[config.mk]
export PLATFORM = sky130hd
export DESIGN_NAME = dvt_timing
export DESIGN_NICKNAME = d
export VERILOG_FILES = /design/src/dvt_timing.v
export VERILOG_INCLUDE_DIRS = /design/src /design/src/src
export SDC_FILE = /design/constraint.sdc
export NUM_CORES = 1
export LEC_CHECK = 0
export BUFFER_PORTS_ARGS = -buffer_cell sky130_fd_sc_hd__buf_2
export CAP_MARGIN = 20
export CORE_ASPECT_RATIO = 0.75
export CORE_MARGIN = 4
export CORE_UTILIZATION = 56
export CTS_CLUSTER_DIAMETER = 80
export DETAILED_ROUTE_END_ITERATION = 12
export GPL_TIMING_DRIVEN = 1
export PLACE_DENSITY = 0.8
export SYNTH_ARGS = -nofsm -noshare
export SYNTH_HDL_FRONTEND = slang
export SYNTH_SLANG_ARGS = --single-unit
[constraint.sdc]
create_clock -name core_clk -period 13.15 [get_ports core_clk]
set_input_delay 1.315 -clock core_clk [delete_from_list [all_inputs] [get_ports core_clk]]
set_output_delay 1.315 -clock core_clk [all_outputs]
set_load 0.02 [all_outputs]
[src/dvt_map.vh]
`ifndef DVT_MAP_VH
`define DVT_MAP_VH
`define DVT_LINK_DIV_MHZ      160
`define DVT_LAT_CLKLP_MUL     17
`define DVT_LAT_CLKLP_ADD     12
`define DVT_LAT_CLKHS_MUL2    15
`define DVT_LAT_CLKHS_ADD     4
`define DVT_TA_FIXED_STEPS    8
`define DVT_TA_SURE_DEF       1
`define DVT_TA_GET_DEF        5
`define DVT_ESC_CLK_PER_BIT   2
`define DVT_MAX_RET_BYTES     32
`define DVT_WORST_RX_ESC      709
`define DVT_VTOTAL_LEAD_LINES 10
`endif

[src/dvt_timing.v]
// Operation
// - vertical total sampled during vertical back porch, and every cycle while the generator is disabled
// - vertical active field kept when its byte enables are off
// - vertical total change stretches or shrinks blank seamlessly
// - blank low-power window: htotal minus sync width, or htotal in event mode
// - byte clocks = ceil(span * bytes per pixel / lanes)
// - transition latency N*17+12 with clock lane low power, else N*7.5+4
// - N = ceil(link MHz / 160)
// - tx time = window minus latency; rx also minus turnaround timeout
// - turnaround timeout counts escape clocks; byte equivalent times N
// - turnaround and receive ownership timers bound panel lane ownership
// - turnaround is 8 fixed steps plus sure plus get, 14 by default
// - default sure 1, get 5 escape clocks, software override allowed
// - threshold crossing counted as one whole escape clock
// - escape bits take two escape clocks each
// - up to 32 read payload bytes per turnaround
// - worst panel return is 709 escape clocks
// - host sends all sync packets; low power only in gaps
`timescale 1ns/10ps
`default_nettype none
`include "dvt_map.vh"
module dvt_timing #(
  parameter W = 16
) (
  input  wire          core_clk,
  input  wire          rst_n,
  input  wire          tg_enable,
  input  wire          vtotal_wr,
  input  wire [1:0]    vtotal_be,
  input  wire [W-1:0]  vtotal_wdata,
  input  wire [W-1:0]  vactive_wdata,
  input  wire [W-1:0]  hactive,
  input  wire [W-1:0]  htotal,
  input  wire [W-1:0]  hsync_start,
  input  wire [W-1:0]  hsync_end,
  input  wire [W-1:0]  vsync_start,
  input  wire          sync_event_mode,
  input  wire [2:0]    bytes_per_pixel,
  input  wire [2:0]    lanes,
  input  wire [W-1:0]  link_mhz,
  input  wire          clk_lane_lp,
  input  wire          ta_override,
  input  wire [7:0]    ta_sure_cfg,
  input  wire [7:0]    ta_get_cfg,
  input  wire [W-1:0]  turnaround_timeout_cfg,
  input  wire [W-1:0]  lowpower_receive_timeout_cfg,
  input  wire [5:0]    max_return_cfg,
  input  wire          lp_req,
  input  wire          lp_req_rx,
  input  wire          panel_returned,
  input  wire          err_clear,
  output reg  [W-1:0]  h_count_q,
  output reg  [W-1:0]  v_count_q,
  output reg           hsync_q,
  output reg           vsync_q,
  output reg           vblank_q,
  output reg           lp_window_q,
  output reg  [W-1:0]  tx_budget_q,
  output reg  [W-1:0]  rx_budget_q,
  output reg  [W-1:0]  fast_to_fast_transition_latency,
  output reg  [7:0]    byte_per_esc_q,
  output reg  [5:0]    max_return_q,
  output reg           lane_owned_q,
  output reg           ta_timeout_err_q,
  output reg           rx_timeout_err_q,
  output wire          lp_grant
);
  localparam [1:0] ST_IDLE = 2'h0;
  localparam [1:0] ST_TA   = 2'h1;
  localparam [1:0] ST_RX   = 2'h2;

  reg [W-1:0] vtotal_q;
  reg [W-1:0] vactive_q;
  reg [W-1:0] vtotal_act_q;
  reg [1:0]   st_q;
  reg [W-1:0] esc_cnt_q;
  reg [7:0]   div_q;
  reg [W-1:0] own_q;

  // ceiling divide by lanes
  function [W-1:0] ceil_div;
    input [W+2:0] num;
    input [2:0]   den;
    reg   [W+2:0] quo;
    begin
      if (den == 3'h0)
        quo = num;
      else
        quo = (num + {{W{1'b0}}, den} - {{(W+2){1'b0}}, 1'b1}) / {{W{1'b0}}, den};
      ceil_div = quo[W-1:0];
    end
  endfunction

  localparam [W+7:0] LINK_DIV  = `DVT_LINK_DIV_MHZ;
  localparam [W+3:0] LP_MUL    = `DVT_LAT_CLKLP_MUL;
  localparam [W+3:0] LP_ADD    = `DVT_LAT_CLKLP_ADD;
  localparam [W+3:0] HS_MUL2   = `DVT_LAT_CLKHS_MUL2;
  localparam [W+3:0] HS_ADD    = `DVT_LAT_CLKHS_ADD;
  localparam [7:0]   TA_FIXED  = `DVT_TA_FIXED_STEPS;
  localparam [7:0]   TA_SURE   = `DVT_TA_SURE_DEF;
  localparam [7:0]   TA_GET    = `DVT_TA_GET_DEF;
  localparam [5:0]   MAX_RET   = `DVT_MAX_RET_BYTES;
  localparam [W-1:0] BYTE_ESC  = 8 * `DVT_ESC_CLK_PER_BIT;
  localparam [W-1:0] WORST_ESC = `DVT_WORST_RX_ESC;
  localparam [W-1:0] FIXED_ESC = WORST_ESC - {{(W-6){1'b0}}, MAX_RET} * BYTE_ESC;

  wire         last_h     = (h_count_q >= htotal);
  wire         last_v     = (v_count_q >= vtotal_act_q);
  wire         in_vbp     = (v_count_q >= vsync_start) && (v_count_q < vtotal_act_q);

  // low-power window of a blanking line, in byte clocks
  wire [W-1:0] sync_w     = hsync_end - hsync_start;
  wire [W-1:0] bllp_px    = sync_event_mode ? htotal : (htotal - sync_w);
  wire [W+2:0] bllp_bytes = {3'h0, bllp_px} * {{W{1'b0}}, bytes_per_pixel};
  wire [W-1:0] bllp_bc    = ceil_div(bllp_bytes, lanes);
  // byte clocks per escape clock, link rate rounded up
  wire [W+7:0] link_up    = {8'h00, link_mhz} + LINK_DIV - {{(W+7){1'b0}}, 1'b1};
  wire [W+7:0] n_full     = link_up / LINK_DIV;
  wire [W-1:0] n_esc      = n_full[W-1:0];
  wire [W+3:0] n_wide     = {4'h0, n_esc};
  wire [W+3:0] lat_lp     = n_wide * LP_MUL + LP_ADD;
  // 7.5 per escape clock as 15/2, half clock rounded up
  wire [W+3:0] lat_hs_x2  = n_wide * HS_MUL2 + {{(W+3){1'b0}}, 1'b1};
  wire [W+3:0] lat_hs     = (lat_hs_x2 >> 1) + HS_ADD;
  wire [W-1:0] lat        = clk_lane_lp ? lat_lp[W-1:0] : lat_hs[W-1:0];
  wire [2*W-1:0] ta_bc    = turnaround_timeout_cfg * n_esc;
  wire [W-1:0] tx_b       = (bllp_bc > lat) ? bllp_bc - lat : {W{1'b0}};
  wire [W-1:0] rx_b       = (tx_b > ta_bc[W-1:0]) ? tx_b - ta_bc[W-1:0] : {W{1'b0}};

  // receive bound without a programmed timeout: worst return for the allowed read size
  wire [W-1:0] pay_esc    = {{(W-6){1'b0}}, max_return_q} * BYTE_ESC;
  wire [W-1:0] need_esc   = FIXED_ESC + pay_esc;
  wire [2*W-1:0] need_bc  = need_esc * n_esc;
  wire [W-1:0] rx_limit   = (lowpower_receive_timeout_cfg != {W{1'b0}}) ?
                            lowpower_receive_timeout_cfg : need_bc[W-1:0];

  // own sequence length: fixed steps incl. threshold step plus sure and get
  wire [7:0]   ta_len     = ta_override ? (TA_FIXED + ta_sure_cfg + ta_get_cfg)
                                        : (TA_FIXED + TA_SURE + TA_GET);

  // escape clock divider: one tick every n_esc byte clocks
  wire [8:0]   div_nx     = {1'b0, div_q} + 9'h001;
  wire         esc_tick   = (div_nx >= {1'b0, n_esc[7:0]});
  wire [W-1:0] esc_nx     = esc_cnt_q + {{(W-1){1'b0}}, 1'b1};
  wire [W-1:0] own_nx     = own_q + {{(W-1){1'b0}}, 1'b1};
  wire         in_ta      = (st_q == ST_TA);
  wire         in_rx      = (st_q == ST_RX);
  wire         ta_expire  = in_ta && !panel_returned && esc_tick
                            && (esc_nx >= turnaround_timeout_cfg);
  wire         ta_done    = in_ta && !panel_returned && esc_tick
                            && (esc_nx >= {{(W-8){1'b0}}, ta_len});
  wire         rx_expire  = in_rx && !panel_returned && (own_nx >= rx_limit);

  assign lp_grant = vblank_q && lp_window_q && (st_q == ST_IDLE) && lp_req;

  always @(posedge core_clk or negedge rst_n)
  begin
    if (!rst_n)
    begin
      vtotal_q     <= {W{1'b0}};
      vactive_q    <= {W{1'b0}};
      vtotal_act_q <= {W{1'b0}};
      h_count_q    <= {W{1'b0}};
      v_count_q    <= {W{1'b0}};
      hsync_q      <= 1'b0;
      vsync_q      <= 1'b0;
      vblank_q     <= 1'b0;
      lp_window_q  <= 1'b0;
    end
    else
    begin
      if (vtotal_wr)
      begin
        if (vtotal_be[1])
          vtotal_q <= vtotal_wdata;
        if (vtotal_be[0])
          vactive_q <= vactive_wdata;
      end
      if (tg_enable && in_vbp)
        vtotal_act_q <= vtotal_q;
      if (!tg_enable)
      begin
        h_count_q    <= {W{1'b0}};
        v_count_q    <= {W{1'b0}};
        vtotal_act_q <= vtotal_q;
      end
      else if (last_h)
      begin
        h_count_q <= {W{1'b0}};
        v_count_q <= last_v ? {W{1'b0}} : v_count_q + 1'b1;
      end
      else
        h_count_q <= h_count_q + 1'b1;
      hsync_q     <= tg_enable && (h_count_q >= hsync_start) && (h_count_q < hsync_end);
      vsync_q     <= tg_enable && (v_count_q >= vsync_start) && (v_count_q < vtotal_act_q);
      vblank_q    <= tg_enable && (v_count_q >= vactive_q);
      lp_window_q <= sync_event_mode ? 1'b1
                   : !((h_count_q >= hsync_start) && (h_count_q < hsync_end));
    end
  end

  always @(posedge core_clk or negedge rst_n)
  begin
    if (!rst_n)
    begin
      tx_budget_q <= {W{1'b0}};
      rx_budget_q <= {W{1'b0}};
      fast_to_fast_transition_latency <= {W{1'b0}};
      byte_per_esc_q <= 8'h00;
      max_return_q <= 6'h00;
    end
    else
    begin
      tx_budget_q <= tx_b;
      rx_budget_q <= rx_b;
      fast_to_fast_transition_latency <= lat;
      byte_per_esc_q <= n_esc[7:0];
      max_return_q <= (max_return_cfg > 6'd`DVT_MAX_RET_BYTES) ?
                      6'd`DVT_MAX_RET_BYTES : max_return_cfg;
    end
  end

  // turnaround timer in escape clocks, receive ownership timer in core clocks
  always @(posedge core_clk or negedge rst_n)
  begin
    if (!rst_n)
    begin
      st_q         <= ST_IDLE;
      div_q        <= 8'h00;
      esc_cnt_q    <= {W{1'b0}};
      own_q        <= {W{1'b0}};
      lane_owned_q <= 1'b0;
    end
    else
    begin
      div_q <= esc_tick ? 8'h00 : div_nx[7:0];
      case (st_q)
        ST_IDLE:
        begin
          if (lp_grant && lp_req_rx)
          begin
            st_q <= ST_TA;
            lane_owned_q <= 1'b1;
            esc_cnt_q <= {W{1'b0}};
            own_q <= {W{1'b0}};
          end
        end
        ST_TA:
        begin
          if (esc_tick)
            esc_cnt_q <= esc_nx;
          if (panel_returned || ta_expire)
          begin
            st_q         <= ST_IDLE;
            lane_owned_q <= 1'b0;
          end
          else if (ta_done)
            st_q <= ST_RX;
        end
        ST_RX:
        begin
          own_q <= own_nx;
          if (panel_returned || rx_expire)
          begin
            st_q         <= ST_IDLE;
            lane_owned_q <= 1'b0;
          end
        end
        default:
        begin
          st_q         <= ST_IDLE;
          lane_owned_q <= 1'b0;
        end
      endcase
    end
  end

  // sticky timeout flags; an expiry in the clear cycle still sets
  always @(posedge core_clk or negedge rst_n)
  begin
    if (!rst_n)
    begin
      ta_timeout_err_q <= 1'b0;
      rx_timeout_err_q <= 1'b0;
    end
    else
    begin
      if (ta_expire)
        ta_timeout_err_q <= 1'b1;
      else if (err_clear)
        ta_timeout_err_q <= 1'b0;
      if (rx_expire)
        rx_timeout_err_q <= 1'b1;
      else if (err_clear)
        rx_timeout_err_q <= 1'b0;
    end
  end
endmodule
`default_nettype wire

# After elaboration in Yosys (flattened, before gate mapping)
# Index checks and enable logic that the tools add are counted.
[word_totals]
register_bits = 191
input_bits = 201
elab_cells = 138
[classes]
n_eq_ne = 9
add_sub_neg = 19
div_mod_pow = 2
n_reduce_logical = 35
multipliers = 5
n_mux = 33
magnitude_cmp = 14
[op_table]
columns = ["operator", "n"]
rows = [
  ["$mux 16", 15],
  ["$ge 16x16->1", 7],
  ["$add 16x1->16 const B", 4],
  ["$pmux 16 s2", 2],
  ["$sub 16x16->16", 4],
  ["$gt 16x16->1", 2],
  ["$lt 16x16->1", 2],
  ["$div 24x8->24 const B", 1],
  ["$add 19x3->19", 1],
  ["$div 19x3->19", 1],
  ["$mul 16x3->19", 1],
  ["$sub 19x1->19 const B", 1],
  ["$logic_and 1x1->1", 18],
  ["$sub 17x1->18 const B", 1],
  ["$add 16x8->17 const B", 1],
  ["$add 17x1->17 const B", 1],
  ["$mul 16x4->17 const B", 1],
  ["$add 16x3->16 const B", 1],
  ["$add 16x4->16 const B", 1],
  ["$ge 16x8->1", 1],
  ["$mul 11x16->16", 1],
  ["$mul 16x16->16", 1],
  ["$mul 16x5->16 const B", 1],
  ["$mux 8", 2],
  ["other kinds (24)", 46],
]

# Depth between registers and ports, before layout
[depth]
word_depth = 12
mapped_depth = 228

# Least setup slack after synthesis
# OpenSTA, ideal clock, no wires.
[synth_path]
path_kind = "input -> register"
start = "in htotal[1]"
end = "reg rx_budget_q[15]"
setup_slack_ns = -32.132
n_path_buf = 10
arrival_time_ns = 45.127
cell_stages = 213
path_cell_list = "inv_1 -> fa_1 -> inv_1 -> fa_1 -> a21o_1 -> a21oi_1 -> o21bai_1 -> a21oi_1 -> o21bai_1 -> a21oi_1 -> o21bai_1 -> a21oi_1 -> o21bai_1 -> a21oi_1 -> xnor2_1 -> o21ai_0 -> nand2_1 -> fa_1 -> (+177 left out) -> ha_1 -> nor2b_1 -> o21ai_0 -> nand2b_1 -> a21o_1 -> a21o_1 -> a21o_1 -> a21o_1 -> a21o_1 -> a21o_1 -> a21o_1 -> a21o_1 -> a21oi_1 -> o21bai_1 -> a21o_1 -> a21oi_1 -> xor2_1 -> nor2_1"
[synth_via]
elab_chain_cells = 11
[synth_rtl]
columns = ["element", "line", "source"]
rows = [
  ["start, declared", "dvt_timing.v:33", "input wire [W-1:0] htotal,"],
  ["$sub 16x16->16", "dvt_timing.v:113", "wire [W-1:0] bllp_px = sync_event_mode ? htotal : (htotal - sync_w);"],
  ["$mux 16 *", "dvt_timing.v:113", ""],
  ["$mul 16x3->19 *", "dvt_timing.v:114", "wire [W+2:0] bllp_bytes = {3'h0, bllp_px} * {{W{1'b0}}, bytes_per_pixel};"],
  ["$add 19x3->19", "dvt_timing.v:89", "quo = (num + {{W{1'b0}}, den} - {{(W+2){1'b0}}, 1'b1}) / {{W{1'b0}}, den};"],
  ["$sub 19x1->19", "dvt_timing.v:89", ""],
  ["$div 19x3->19", "dvt_timing.v:89", ""],
  ["$mux 16 *", "dvt_timing.v:86", "if (den == 3'h0)"],
  ["$sub 16x16->16 or $gt 16x16->1 (tied branches)", "dvt_timing.v:127", "wire [W-1:0] tx_b = (bllp_bc > lat) ? bllp_bc - lat : {W{1'b0}};"],
  ["$mux 16 *", "dvt_timing.v:127", ""],
  ["named net tx_b[1]", "dvt_timing.v:127", ""],
  ["$sub 16x16->16 or $gt 16x16->1 (tied branches)", "dvt_timing.v:128", "wire [W-1:0] rx_b = (tx_b > ta_bc[W-1:0]) ? tx_b - ta_bc[W-1:0] : {W{1'b0}};"],
  ["$mux 16 *", "dvt_timing.v:128", ""],
  ["named net rx_b[15]", "dvt_timing.v:128", ""],
  ["end signal, assigned", "dvt_timing.v:207", "rx_budget_q <= {W{1'b0}};"],
  ["end signal, assigned", "dvt_timing.v:215", "rx_budget_q <= rx_b;"],
  ["end, declared", "dvt_timing.v:59", "output reg [W-1:0] rx_budget_q,"],
]
# Mark *: on every way through the listed nets, which the timed path passes. The rest lies on a longest branch.
# A chain may end at the register's enable or synchronous reset.

# Worst setup path in the final report
[layout_path]
start = "in hsync_start[1]"
end = "reg rx_budget_q[15]"
[layout_via]
elab_chain_cells = 12
[layout_rtl]
columns = ["element", "line", "source"]
rows = [
  ["start, declared", "dvt_timing.v:34", "input wire [W-1:0] hsync_start,"],
  ["$sub 16x16->16 *", "dvt_timing.v:112", "wire [W-1:0] sync_w = hsync_end - hsync_start;"],
  ["$sub 16x16->16 *", "dvt_timing.v:113", ""],
  ["$mux 16 *", "dvt_timing.v:113", ""],
  ["$mul 16x3->19 *", "dvt_timing.v:114", ""],
  ["$add 19x3->19", "dvt_timing.v:89", ""],
  ["$sub 19x1->19", "dvt_timing.v:89", ""],
  ["$div 19x3->19", "dvt_timing.v:89", ""],
  ["$mux 16 *", "dvt_timing.v:86", ""],
  ["$sub 16x16->16 or $gt 16x16->1 (tied branches)", "dvt_timing.v:127", ""],
  ["$mux 16 *", "dvt_timing.v:127", ""],
  ["named net tx_b[1]", "dvt_timing.v:127", ""],
  ["$sub 16x16->16 or $gt 16x16->1 (tied branches)", "dvt_timing.v:128", ""],
  ["$mux 16 *", "dvt_timing.v:128", ""],
  ["named net rx_b[15]", "dvt_timing.v:128", ""],
]
# Marked as above.

==> metrics <==
Finish-stage setup viols=32; synth warn=0; Mapped Cells=3834; post-synthesis sequential area ratio=15.18%; vias in the first global route=33970; Die H=212.8 um; Clock Skew=0.02183 ns; Wirelength per Cell=19.58 um; clk buf depth=2; TritonCTS Sinks=190; CTS clk-pin slew, worst paths=0.08 ns; Final ANT Viol Nets=0; EDFF count, synth=0; FFs w/ async S/R, synth=100.0%; core box area=0.05491 mm2; Worst setup EP type=flop; Syn-to-layout area delta=41.62%; synthesized net count=4640; Netlist cell types=133; Slew Limit Fails=0; Crit path required time=13.50 ns; minimum clock period=40.20 ns; actual slew at the worst max-slew pin=1.109 ns; number of top-level pins=303; TritonRoute pass-1 iters=6; CP Launch Type=primary input; GPL Wtd Cong=0.9803; maxcap violations=0; global routing's busiest layer=met2; endpoints failing hold=0; nets=5970; grt total ovfl=0; number of synthesized register bits=190; Die Span X=281.0 um; final setup margin=-27.05 ns; row count=74; Max Freq=24.88 MHz; I/O Buffers=285; Syn Area/Cell=8.167 um2; CTS tree=yes; H-Tree Depth=4; Starting Density=57.03%; total global-route track usage=35.08%; RSZ-0062 raised after global routing=yes; post-layout util=80.76%; post-route DRC violation count=0; hpwl dp=82.46 mm; status=finished, violations left; drt via density=5.951; hold-fix buffers at CTS=0; CTS Buf Count=17; Min-Delay Path Class=reg -> reg; initial antenna violation count=10; crit-path max cell delay=0.59 ns; crit-path max FO=5; routed via count=35140; met1 global-route usage=47.66%; failing checks=negative setup slack; met2 global-route usage=56.73%; top_reg_cell synth=dfrtp_1; critical path's most frequent cell=a21o_1; Netlist Area Pre-Place=0.03131 mm2; layout cells sized above 1=35.45%; first-iteration detailed-routing DRC count=3710; die area=0.05980 mm2; clock latency at the later pin of the worst-skew pair=0.48 ns; largest net degree at the start of global routing=114; Rel. slew slack=25.87%; GR Layer Usage met3=6.810%; crit path kind=in -> reg; clock root buffer=clkbuf_16; Tcrit/Tclk final=305.7%; CP max-delay cell=or4b_4; Crit path buffers/inverters=15; arrival time at the worst endpoint=40.55 ns; Total Wirelength=115.6 mm; Crit path max-delay family=compound AO/OA/AOI/OAI gates; global-route wire length before repair=171.1 mm
[metrics by stage]
| step | instances | TNS, ns | instance area, um2 | hold slack, ns | setup slack [ns] |
|---|---|---|---|---|---|
| global route | 5903 | -871.01 | 44340 | 0.5208 | -28.57 |
| finish | 5906 | -825.72 | 44340 | 0.4847 | -27.05 |
| global placement | 5652 | -766.98 | 40890 | 0.4569 | -25.29 |
| detailed placement | 5652 | -816.72 | 40890 | 0.4642 | -26.91 |
| floorplan | 3834 | -821.01 | 32150 | 0.4444 | -27.28 |
| CTS | 5835 | -764.02 | 43240 | 0.4828 | -25.17 |
[layer usage]
metal / wire (um) / vias up
met2: 51760 / 2151
met5: 38 / -
met4: 5724 / 6
met3: 12150 / 557
li1: - / 15890
met1: 45950 / 16540
[registers in the layout (all words and copies together), names as in the netlist, 2 cells and up]
name	cells
fast_to_fast_transition_latency	15
h_count_q	16
max_return_q	6
rx_budget_q	16
vactive_q	16
div_q	8
vtotal_act_q	16
esc_cnt_q	16
tx_budget_q	16
vtotal_q	16
byte_per_esc_q	8
st_q	2
own_q	16
v_count_q	16
[worst register-to-register path, cell delays in order (launching register included)]
cell	delay [ns]
dfrtp_1	0.62
inv_1	0.20
ha_1	0.27
xnor2_1	0.66
nand2_1	0.20
fa_1	0.51
fa_1	0.53
fa_1	0.54
inv_1	0.06
fa_1	0.52
fa_1	0.50
ha_1	0.35
a21oi_1	0.22
o21bai_1	0.09
a21oi_1	0.29
o21bai_1	0.12
a21oi_1	0.20
xnor2_1	0.15
xnor2_1	0.15
xnor2_1	0.15
a21oi_1	0.09
ha_1	0.29
a21oi_1	0.09
nor3b_2	0.18
o31ai_1	0.31
nand2_1	0.10
[worst paths after layout]
kind | slack (ns) | startpoint | cells after the start | endpoint
max | -27.05 | hsync_start[1] | 213 | rx_budget_q[15]$_DFF_PN0_
min | 0.48 | vtotal_q[8]$_DFFE_PN0P_ | 2 | vtotal_act_q[8]$_DFFE_PN0P_
max reg2reg | 5.61 | max_return_q[2]$_DFF_PN0_ | 25 | lane_owned_q$_DFFE_PN0P_
min reg2reg | 0.48 | vtotal_q[8]$_DFFE_PN0P_ | 2 | vtotal_act_q[8]$_DFFE_PN0P_
max in group asynchronous | 10.50 | rst_n | 2 | hsync_q$_DFF_PN0_
min in group asynchronous | 0.97 | rst_n | 1 | fast_to_fast_transition_latency[1]$_DFF_PN0_
[synth_stat cells (all sizes together) (8+ instances only)]
cell / count / share of area, %
o2111ai: 13 / 0.42
dfrtp: 190 / 15
nand2: 362 / 4.3
a31oi: 23 / 0.48
o31ai: 12 / 0.33
o21ai: 215 / 3.5
fa: 164 / 10
nor3: 76 / 1.4
mux2i: 39 / 1.3
nand2b: 98 / 2.0
xnor2: 186 / 5.3
ha: 441 / 18
a21o: 101 / 2.4
nor2: 296 / 3.6
buf: 19 / 0.32
nor2b: 87 / 1.7
o22ai: 9 / 0.18
o221ai: 8 / 0.24
mux2: 52 / 1.9
nor4b: 10 / 0.30
inv: 462 / 5.5
a311oi: 9 / 0.27
xor2: 92 / 2.7
or3: 19 / 0.44
a211oi: 31 / 0.84
nor4: 23 / 0.66
o211ai: 17 / 0.46
and2: 60 / 1.2
a21oi: 221 / 3.7
nand4: 33 / 0.75
a221oi: 9 / 0.27
or2: 22 / 0.45
a211o: 11 / 0.31
a2111oi: 10 / 0.41
or4: 11 / 0.28
and3: 45 / 0.92
nand3: 92 / 1.5
o21bai: 39 / 0.95
clkbuf: 68 / 0.82
o21a: 32 / 0.77
[cell usage in the layout, fill, tap and decap left out, drive strengths merged, types with 32 or more instances in the layout]
master	netlist	routed
a21o	101	101
a21oi	221	221
and2	60	60
and3	45	45
buf	19	1396
dfrtp	190	190
fa	164	164
ha	441	441
inv	462	470
mux2	52	52
mux2i	39	39
nand2	362	362
nand2b	98	98
nand3	92	92
nand4	33	33
nor2	296	296
nor2b	87	87
nor3	76	76
o21a	32	32
o21ai	215	215
o21bai	39	39
xnor2	186	186
xor2	92	92
[kinds of logic (layout without fill, tap and decap cells)]
group | count (synthesis) | in the layout | share of synthesized area, %
AND/OR/NAND/NOR | 1262 | 1262 | 20.26
AO/OA/AOI/OAI | 852 | 852 | 18.43
flip-flops | 190 | 190 | 15.18
other | 1 | 8 | 0.01198
adder cells (fa/ha/maj) | 609 | 609 | 28.24
XOR/XNOR | 278 | 278 | 7.968
buffers and inverters | 551 | 1894 | 6.701
multiplexers | 91 | 91 | 3.205
[final cells by class]
cell class | instances | area, um2
timing repair buffer | 1398 | 10030
multi-input combinational | 3093 | 26270
antenna | 7 | 17.52
clock inverter | 15 | 190.2
inverter | 464 | 1754
fill | 3208 | 10560
tap | 722 | 903.4
sequential | 190 | 4755
clock buffer | 17 | 425.4
[repair_timing]
action,CTS,global route
pin swaps,92,93
hold endpoints to repair,0,0
endpoints found under the setup margin,32,34
buffers inserted,152,70
resized for setup,124,120
gates cloned,1,0
Power is left out: the tool's default activity adds up to more than one toggle a clock period on the data nets, which glitch-free logic cannot reach.
